`src/pkg/asc_defines.svh`:
```
// timing and geometry constants for the async sram host controller
`ifndef ASC_DEFINES_SVH
`define ASC_DEFINES_SVH
`define ASC_CLK_PERIOD_NS 40
`define ASC_ADDR_W 14
`define ASC_DATA_W 4
`define ASC_DEPTH 16384
// read cycle time, also the recovery time after retention
`define ASC_T_CYCLE_NS 35
// address setup to enable, timed by the setup phase before chip enable falls
`define ASC_T_ADDR_SETUP_NS 5
// write pulse width
`define ASC_T_WP_NS 25
// data setup to end of write
`define ASC_T_DS_NS 12
// enable access time for read sampling
`define ASC_T_ACC_NS 35
// retention entry delay after deselect
`define ASC_T_CDR_NS 0
// power-up settle time in microseconds (2.0 ms)
`define ASC_T_PWRUP_US 2000
`define ASC_CYC_UP(ns) (((ns) + `ASC_CLK_PERIOD_NS - 1) / `ASC_CLK_PERIOD_NS)
`define ASC_PWRUP_CYC ((`ASC_T_PWRUP_US * 1000) / `ASC_CLK_PERIOD_NS)
`endif

```
`src/pkg/asc_pkg.sv`:
```
// types for the async sram host controller
package asc_pkg;
   typedef enum logic [2:0] {
      ASC_PWRUP = 3'b000,
      ASC_IDLE = 3'b001,
      ASC_SETUP = 3'b010,
      ASC_ACTIVE = 3'b011,
      ASC_HOLD = 3'b100,
      ASC_RECOVER = 3'b101,
      ASC_RETAIN = 3'b110
   } asc_state_e;
endpackage : asc_pkg

```
`src/pkg/asc_timer_if.sv`:
```
// load/expire handshake between the sequencer and its interval timer
`timescale 1ns/100ps
interface asc_timer_if;
   logic load;
   logic [15:0] count;
   logic done;
   modport seq (output load, output count, input done);
   modport tmr (input load, input count, output done);
endinterface : asc_timer_if

```
`src/hw/asc_timer.sv`:
```
// down counter timing each phase of a memory cycle
`timescale 1ns/100ps
module asc_timer (
   input wire logic i_clk_sys,
   input wire logic i_rstn,
   asc_timer_if.tmr tif
);
   logic [15:0] cnt_r;
   // load wins over counting so back-to-back phases never skip a cycle
   always_ff @(posedge i_clk_sys or negedge i_rstn) begin
      if (!i_rstn) begin
         cnt_r <= 16'h0000;
      end else if (tif.load) begin
         cnt_r <= tif.count;
      end else if (cnt_r != 16'h0000) begin
         cnt_r <= cnt_r - 16'h0001;
      end
   end
   // done looks only at the count: the sequencer reloads on done, so gating it
   // with load would close a combinational loop through the sequencer
   assign tif.done = (cnt_r == 16'h0000);
endmodule : asc_timer

```
`src/hw/asc_host.sv`:
```
// host controller driving a 16k x 4 asynchronous static memory
`timescale 1ns/100ps
`include "asc_defines.svh"
module asc_host
   import asc_pkg::*;
#(
   parameter int ADDR_W = `ASC_ADDR_W,
   parameter int DATA_W = `ASC_DATA_W,
   parameter int PWRUP_CYC = `ASC_PWRUP_CYC
) (
   input wire logic i_clk_sys,
   input wire logic i_rstn,
   input wire logic i_req_valid,
   input wire logic i_req_write,
   input wire logic [ADDR_W-1:0] i_req_addr,
   input wire logic [DATA_W-1:0] i_req_wdata,
   input wire logic i_retain_req,
   output logic o_req_ready,
   output logic o_rd_valid,
   output logic [DATA_W-1:0] o_rd_data,
   output logic o_retained,
   output logic [ADDR_W-1:0] o_addr_lines,
   output logic o_chip_en_n,
   output logic o_write_en_n,
   output logic o_out_en_n,
   input wire logic [DATA_W-1:0] i_data_pins,
   output logic [DATA_W-1:0] o_data_pins,
   output logic [DATA_W-1:0] o_data_pins_oe
);
   localparam logic [15:0] SETUP_CYC = 16'(`ASC_CYC_UP(`ASC_T_ADDR_SETUP_NS));
   localparam logic [15:0] WP_CYC = 16'(`ASC_CYC_UP(`ASC_T_WP_NS));
   localparam logic [15:0] ACC_CYC = 16'(`ASC_CYC_UP(`ASC_T_ACC_NS) + 2);
   localparam logic [15:0] CYCLE_CYC = 16'(`ASC_CYC_UP(`ASC_T_CYCLE_NS));
   localparam logic [15:0] CDR_CYC = 16'(`ASC_CYC_UP(`ASC_T_CDR_NS) + 1);

   asc_state_e state_r;
   logic write_r;
   logic [ADDR_W-1:0] addr_r;
   logic [DATA_W-1:0] wdata_r;
   logic [DATA_W-1:0] din_meta_r;
   logic [DATA_W-1:0] din_sync_r;
   logic [31:0] pwr_cnt_r;
   logic rd_valid_r;
   logic [DATA_W-1:0] rd_data_r;
   logic ce_n_r;
   logic we_n_r;
   logic oe_n_r;
   logic drive_r;
   logic tmr_load;
   logic [15:0] tmr_count;

   asc_timer_if tif ();
   asc_timer u_timer (
      .i_clk_sys(i_clk_sys),
      .i_rstn(i_rstn),
      .tif(tif)
   );
   assign tif.load = tmr_load;
   assign tif.count = tmr_count;

   // data pins come from outside the clock domain: two flops first
   always_ff @(posedge i_clk_sys or negedge i_rstn) begin
      if (!i_rstn) begin
         din_meta_r <= '0;
         din_sync_r <= '0;
      end else begin
         din_meta_r <= i_data_pins;
         din_sync_r <= din_meta_r;
      end
   end

   // power-up hold-off counter
   always_ff @(posedge i_clk_sys or negedge i_rstn) begin
      if (!i_rstn) begin
         pwr_cnt_r <= 32'h0000_0000;
      end else if (state_r == ASC_PWRUP && pwr_cnt_r != 32'(PWRUP_CYC)) begin
         pwr_cnt_r <= pwr_cnt_r + 32'h0000_0001;
      end
   end

   // ready only in idle, so a request is accepted exactly once
   assign o_req_ready = (state_r == ASC_IDLE) && !i_retain_req;

   // phase sequencer; entering setup, active, retain or recover reloads the timer
   always_ff @(posedge i_clk_sys or negedge i_rstn) begin
      if (!i_rstn) begin
         state_r <= ASC_PWRUP;
      end else begin
         unique case (state_r)
            ASC_PWRUP: begin
               if (pwr_cnt_r == 32'(PWRUP_CYC)) state_r <= ASC_IDLE;
            end
            ASC_IDLE: begin
               if (i_retain_req) state_r <= ASC_RETAIN;
               else if (i_req_valid) state_r <= ASC_SETUP;
            end
            ASC_SETUP: begin
               if (tif.done) state_r <= ASC_ACTIVE;
            end
            ASC_ACTIVE: begin
               if (tif.done) state_r <= ASC_HOLD;
            end
            ASC_HOLD: begin
               state_r <= ASC_IDLE;
            end
            ASC_RETAIN: begin
               if (!i_retain_req && tif.done) state_r <= ASC_RECOVER;
            end
            ASC_RECOVER: begin
               if (tif.done) state_r <= ASC_IDLE;
            end
            default: state_r <= ASC_IDLE;
         endcase
      end
   end

   // timer load values per phase entry
   always_comb begin
      tmr_load = 1'b0;
      tmr_count = 16'h0000;
      if (state_r == ASC_IDLE && i_retain_req) begin
         tmr_load = 1'b1;
         tmr_count = CDR_CYC;
      end else if (state_r == ASC_IDLE && i_req_valid) begin
         tmr_load = 1'b1;
         tmr_count = SETUP_CYC;
      end else if (state_r == ASC_SETUP && tif.done) begin
         tmr_load = 1'b1;
         tmr_count = write_r ? WP_CYC : ACC_CYC;
      end else if (state_r == ASC_RETAIN && !i_retain_req && tif.done) begin
         tmr_load = 1'b1;
         tmr_count = CYCLE_CYC;
      end
   end

   // capture request; address and data stay put until the next request
   always_ff @(posedge i_clk_sys or negedge i_rstn) begin
      if (!i_rstn) begin
         write_r <= 1'b0;
         addr_r <= '0;
         wdata_r <= '0;
      end else if (state_r == ASC_IDLE && i_req_valid && !i_retain_req) begin
         write_r <= i_req_write;
         addr_r <= i_req_addr;
         wdata_r <= i_req_wdata;
      end
   end

   // memory control pins, all registered so no glitch reaches the device
   always_ff @(posedge i_clk_sys or negedge i_rstn) begin
      if (!i_rstn) begin
         ce_n_r <= 1'b1;
         we_n_r <= 1'b1;
         oe_n_r <= 1'b1;
         drive_r <= 1'b0;
      end else begin
         unique case (state_r)
            ASC_SETUP: begin
               ce_n_r <= 1'b1;
               we_n_r <= ~write_r;
               oe_n_r <= 1'b1;
               drive_r <= write_r;
               if (tif.done) ce_n_r <= 1'b0;
            end
            ASC_ACTIVE: begin
               oe_n_r <= write_r;
               if (tif.done) ce_n_r <= 1'b1;
            end
            ASC_HOLD: begin
               // chip enable rose first; write enable and data follow
               we_n_r <= 1'b1;
               oe_n_r <= 1'b1;
               drive_r <= 1'b0;
            end
            default: begin
               ce_n_r <= 1'b1;
               we_n_r <= 1'b1;
               oe_n_r <= 1'b1;
               drive_r <= 1'b0;
            end
         endcase
      end
   end

   assign o_chip_en_n = ce_n_r;
   assign o_write_en_n = we_n_r;
   assign o_out_en_n = oe_n_r;
   assign o_addr_lines = addr_r;
   assign o_data_pins = wdata_r;
   assign o_data_pins_oe = {DATA_W{drive_r}};

   // read data sampled from synchronised pins at end of access window
   always_ff @(posedge i_clk_sys or negedge i_rstn) begin
      if (!i_rstn) begin
         rd_valid_r <= 1'b0;
         rd_data_r <= '0;
      end else begin
         rd_valid_r <= 1'b0;
         if (state_r == ASC_ACTIVE && !write_r && tif.done) begin
            rd_valid_r <= 1'b1;
            rd_data_r <= din_sync_r;
         end
      end
   end

   assign o_rd_valid = rd_valid_r;
   assign o_rd_data = rd_data_r;
   assign o_retained = (state_r == ASC_RETAIN);
endmodule : asc_host

```
`config.mk`:
```
export PLATFORM = sky130hd
export DESIGN_NAME = asc_host
export DESIGN_NICKNAME = d
export VERILOG_FILES = /design/src/pkg/asc_pkg.sv /design/src/pkg/asc_timer_if.sv /design/src/hw/asc_timer.sv /design/src/hw/asc_host.sv
export VERILOG_INCLUDE_DIRS = /design/src /design/src/pkg
export SDC_FILE = /design/constraint.sdc
export NUM_CORES = 1
export LEC_CHECK = 0
export BUFFER_PORTS_ARGS = -buffer_cell sky130_fd_sc_hd__buf_2
export CORE_ASPECT_RATIO = 0.6
export CORE_MARGIN = 4
export CORE_UTILIZATION = 61
export DETAILED_ROUTE_END_ITERATION = 10
export PLACE_DENSITY = 0.95
export SYNTH_ARGS = -nofsm -noshare
export SYNTH_HDL_FRONTEND = slang
export SYNTH_HIERARCHICAL = 1
export SYNTH_SLANG_ARGS = --single-unit
```
`constraint.sdc`:
```
create_clock -name i_clk_sys -period 4.85 [get_ports i_clk_sys]
set_clock_uncertainty 0.15 [all_clocks]
set_input_delay 0.2425 -clock i_clk_sys [delete_from_list [all_inputs] [get_ports i_clk_sys]]
set_output_delay 0.2425 -clock i_clk_sys [all_outputs]
set_load 0.1 [all_outputs]
```
==> results <==
- The detailed router finished its first iteration with 353 violations.
- The final count of hold timing violations is 0.
- The HPWL after detailed placement is 6.058 mm.
- The startpoint identified for the worst register-to-register timing path is u_timer/cnt_r[0]$_DFFE_PN0P_.
- The share of Yosys cell area claimed by the top area cell type is 51.41%.
- The average routed wire per standard cell is 20.36 um.
- The setup slack at placement is 1273 ps.
- The routed layout has 3329 vias.
- The type of the tightest min-delay check is in -> reg.
- After clock tree synthesis, the clock-pin slew on the worst setup and hold paths is 100 ps.
- The count of cell types in the netlist is 54.
- The worst-case vdd ir drop is 0.8945 mV.
- The worst setup path is launched from a flip-flop.
- The initial core utilization is 64.87%.
- The final number of setup-violating endpoints is 0.
- Tracing the worst setup path back leads to its startpoint at u_timer/cnt_r[0]$_DFFE_PN0P_.
- After clock tree synthesis, the setup repair step added 0 buffers.
- The proportion of register bits with asynchronous set or reset after synthesis is 100.0%.
- The clock network burns 19.1% of the power.
- The library cell used as clock root buffer is clkbuf_8.
- The layout filler cell count is 298.
- Dividing total power by cell area gives a power density of 597.2 nW/um2.
- At the pin with the least slew margin, the transition time is 1168 ps.
- In the synthesized netlist, the cells that appear most often are dfrtp_1 (84), xnor2_1 (36), mux2_2 (24).
- The sequential fraction of design power is 38.2%.
- The number of clock buffers added by TritonCTS is 9.
- The number of antenna diodes is 0.
- Measured along the x axis, the die boundary spans 113.7 um.
- The critical path is of the reg -> reg type.
- Setup slack closes at 1055 ps.
- The net count reported at finish is 477.
- The overflow left after global routing is 0.
- In this run, the combinational gates consume 42.7% of the power.
- The first-pass detailed-route iteration total is 5.
- The later pin in the worst-skew pair is clocked with a latency of 370 ps.
- Averaged over all synthesized cells, the footprint is 11.52 um2.
- The area of the core is 6304 um2.
- For this design, the sink count on the clock tree is 87.
- Setup repair after global routing left no endpoint under its margin.
- TritonCTS built the clock tree.
- The area enclosed by the die boundary is 8120 um2.
- The number of max-slew violations in the final report is 0.
- The share of post-route cells with drive strength above 1 is 25.22%.
- 59 I/O pins were placed.
- The count of input and output buffers is 58.
- In the post-synthesis netlist, the biggest area contributors are dfrtp_1 (51%), xnor2_1 (7.7%), mux2_2 (6.6%), nand4_1 (2.8%), nand3_1 (2.1%).
- In the post-synthesis netlist, the cell with the most instances is dfrtp_1.
- The final weighted congestion in routability-driven placement is 0.8414.
- The die extent in y is 71.42 um.
- The maximum frequency from static timing analysis is 263.5 MHz.
- The total wire length is 10.91 mm.
- The most used flip-flop cell after synthesis is dfrtp_1.
- The aggregate global-route resource usage is 29.02%.
- After routing, the total negative slack on setup checks comes to 0 ps.
- Of all cell types, the one taking the most synthesized area is dfrtp_1.
- The count of nets left with antenna violations once routing finished came out at 0.
- The synthesized netlist cell count is 355.
- The arrival time of the worst setup path is 3930 ps.
- Yosys printed 6 warnings.
- The buffer depth of the longest clock path is 2.
- The share of the yosys chip area belonging to registers is 53.34%.
- Data on the critical path is required at its endpoint by 4990 ps.
- STA classifies the critical path endpoint as a flip-flop.
- The startpoint of the lowest-slack hold path is i_req_valid.
- The internal power is 1.515 mW.
- The tightest slew margin relative to the limit is 22.10%.
- The number of placement rows is 22.
- Across all hold checks on the routed design, the worst slack comes to 189.9 ps.
- The register bit count reported by yosys is 87.
- Of all nets on the critical path, the largest fanout is 35.
- Entering global routing, the biggest net connects 88 pins.
- Relative to the synthesized area, the layout overhead comes to 20.78%.
- Counting I/O delays and the setup requirement, the final critical path takes 3795 ps.
- The run finished with clean final reports.
- The first-pass GRT wire length is 18.30 mm.
- The H-tree was split into 3 levels.
- Summed over all nets, the switching power comes to 1.434 mW.
- Dividing the detail-routed via count by the number of cells gives 6.211.
- Counting flops with a built-in enable in the synthesized netlist gives 0.
- Summing every instance area after synthesis gives 4089 um2.
- The leakage power is 2.258 nW.
- The max-capacitance violation count is 0.
- The switching fraction of total power is 48.62%.
- The number of global-route vias before repair is 3473.
- Dividing the final minimum period by the clock period gives 78.24%.
- The post-route DRC violation count is 0.
- The initial antenna violation count is 0.
==> worst paths after layout <==
check	end	slack (ps)	cells after the start
max	u_timer/cnt_r[8]$_DFFE_PN0P_	1060	9
min	state_r[0]$_DFFE_PN0P_	190	4
max reg2reg	u_timer/cnt_r[8]$_DFFE_PN0P_	1060	9
min reg2reg	din_sync_r[2]$_DFF_PN0_	210	0
max in group asynchronous	pwr_cnt_r[8]$_DFFE_PN0P_	3430	2
min in group asynchronous	o_addr_lines[7]$_DFFE_PN0P_	460	2
==> layer usage <==
layer	routed length, um	up-vias	GRT usage, %
li1	-	1445	-
met1	4481	1616	38.35
met3	1020	45	7.342
met5	0	-	0
met4	388	0	11.47
met2	5022	223	46.58
==> kinds of logic after synthesis <==
family / share of synthesized area [%]
AO/OA/AOI/OAI: 6.916
adder cells (fa/ha/maj): 0.9181
multiplexers: 7.344
buffers and inverters: 2.938
flip-flops: 53.34
other: 0.09171
XOR/XNOR: 8.354
AND/OR/NAND/NOR: 20.10
==> stage by stage <==
step           util (%)  instance area (um2)  power (mW)  instances
2_1_floorplan         -                 4138       2.094        368
3_3_place_gp      71.06                 4479       2.270        496
3_5_place_dp      71.06                 4479       2.313        496
4_1_cts           78.34                 4938       2.887        536
5_1_grt           78.34                 4938       3.061        536
6_report          78.34                 4938       2.949        536
==> cell type report <==
type | count | area (um2) | share of cell area [%]
multi-input combinational | 256 | 1856 | 37.57
sequential | 87 | 2181 | 44.16
inverter | 10 | 37.54 | 0.7601
clock buffer | 9 | 123.9 | 2.508
timing repair buffer | 83 | 540.5 | 10.95
clock inverter | 7 | 95.09 | 1.926
tap | 84 | 105.1 | 2.128
==> layout by cell type (no fill, tap or decap), types with 4 or more instances in the layout <==
| cell type | Yosys | final |
|---|---|---|
| nand2_1 | 20 | 20 |
| nor4b_1 | 4 | 4 |
| nor4_1 | 5 | 5 |
| nand3_1 | 17 | 17 |
| inv_1 | 10 | 10 |
| dfrtp_1 | 84 | 84 |
| o21ai_0 | 9 | 9 |
| nor3_1 | 10 | 10 |
| clkbuf_8 | 0 | 9 |
| mux2_2 | 24 | 24 |
| nor2b_1 | 4 | 4 |
| dlygate4sd3_1 | 0 | 24 |
| xnor2_1 | 36 | 36 |
| buf_2 | 3 | 57 |
| a21oi_1 | 4 | 4 |
| nand2b_1 | 12 | 12 |
| and3_1 | 8 | 8 |
| o211a_1 | 6 | 6 |
| conb_1 | 1 | 14 |
| nand4_1 | 18 | 18 |
| nor2_1 | 15 | 15 |
==> power groups by stage <==
stage / logic [mW] / clock network [mW] / registers (mW)
floorplan: 0.519 / 0 / 1.57
global placement: 1.18 / 0 / 1.09
detailed placement: 1.21 / 0 / 1.11
CTS: 1.23 / 0.559 / 1.10
global route: 1.32 / 0.598 / 1.15
finish: 1.26 / 0.565 / 1.13
==> state kept, by name (all words and copies together), names as in the netlist <==
signal,count
din_meta_r,4
din_sync_r,4
drive_r,1
o_addr_lines,14
o_chip_en_n,1
o_data_pins,4
o_out_en_n,1
o_rd_data,4
o_rd_valid,1
o_write_en_n,1
pwr_cnt_r,32
state_r,3
u_timer/cnt_r,16
write_r,1
==> critical path, stage by stage, from the launching register on <==
cell	delay, ps
dfrtp_1	420
inv_1	100
ha_1	190
nor3b_4	390
nand3_2	200
nor2_1	420
inv_1	250
o32ai_4	1020
or3_1	370
o211a_1	200
==> repair_timing <==
action                    in CTS  in global routing
hold buffers                  24                  0
hold endpoints to repair     107                  0
resized for setup              0                  0
(Power assumes the default switching activity.)
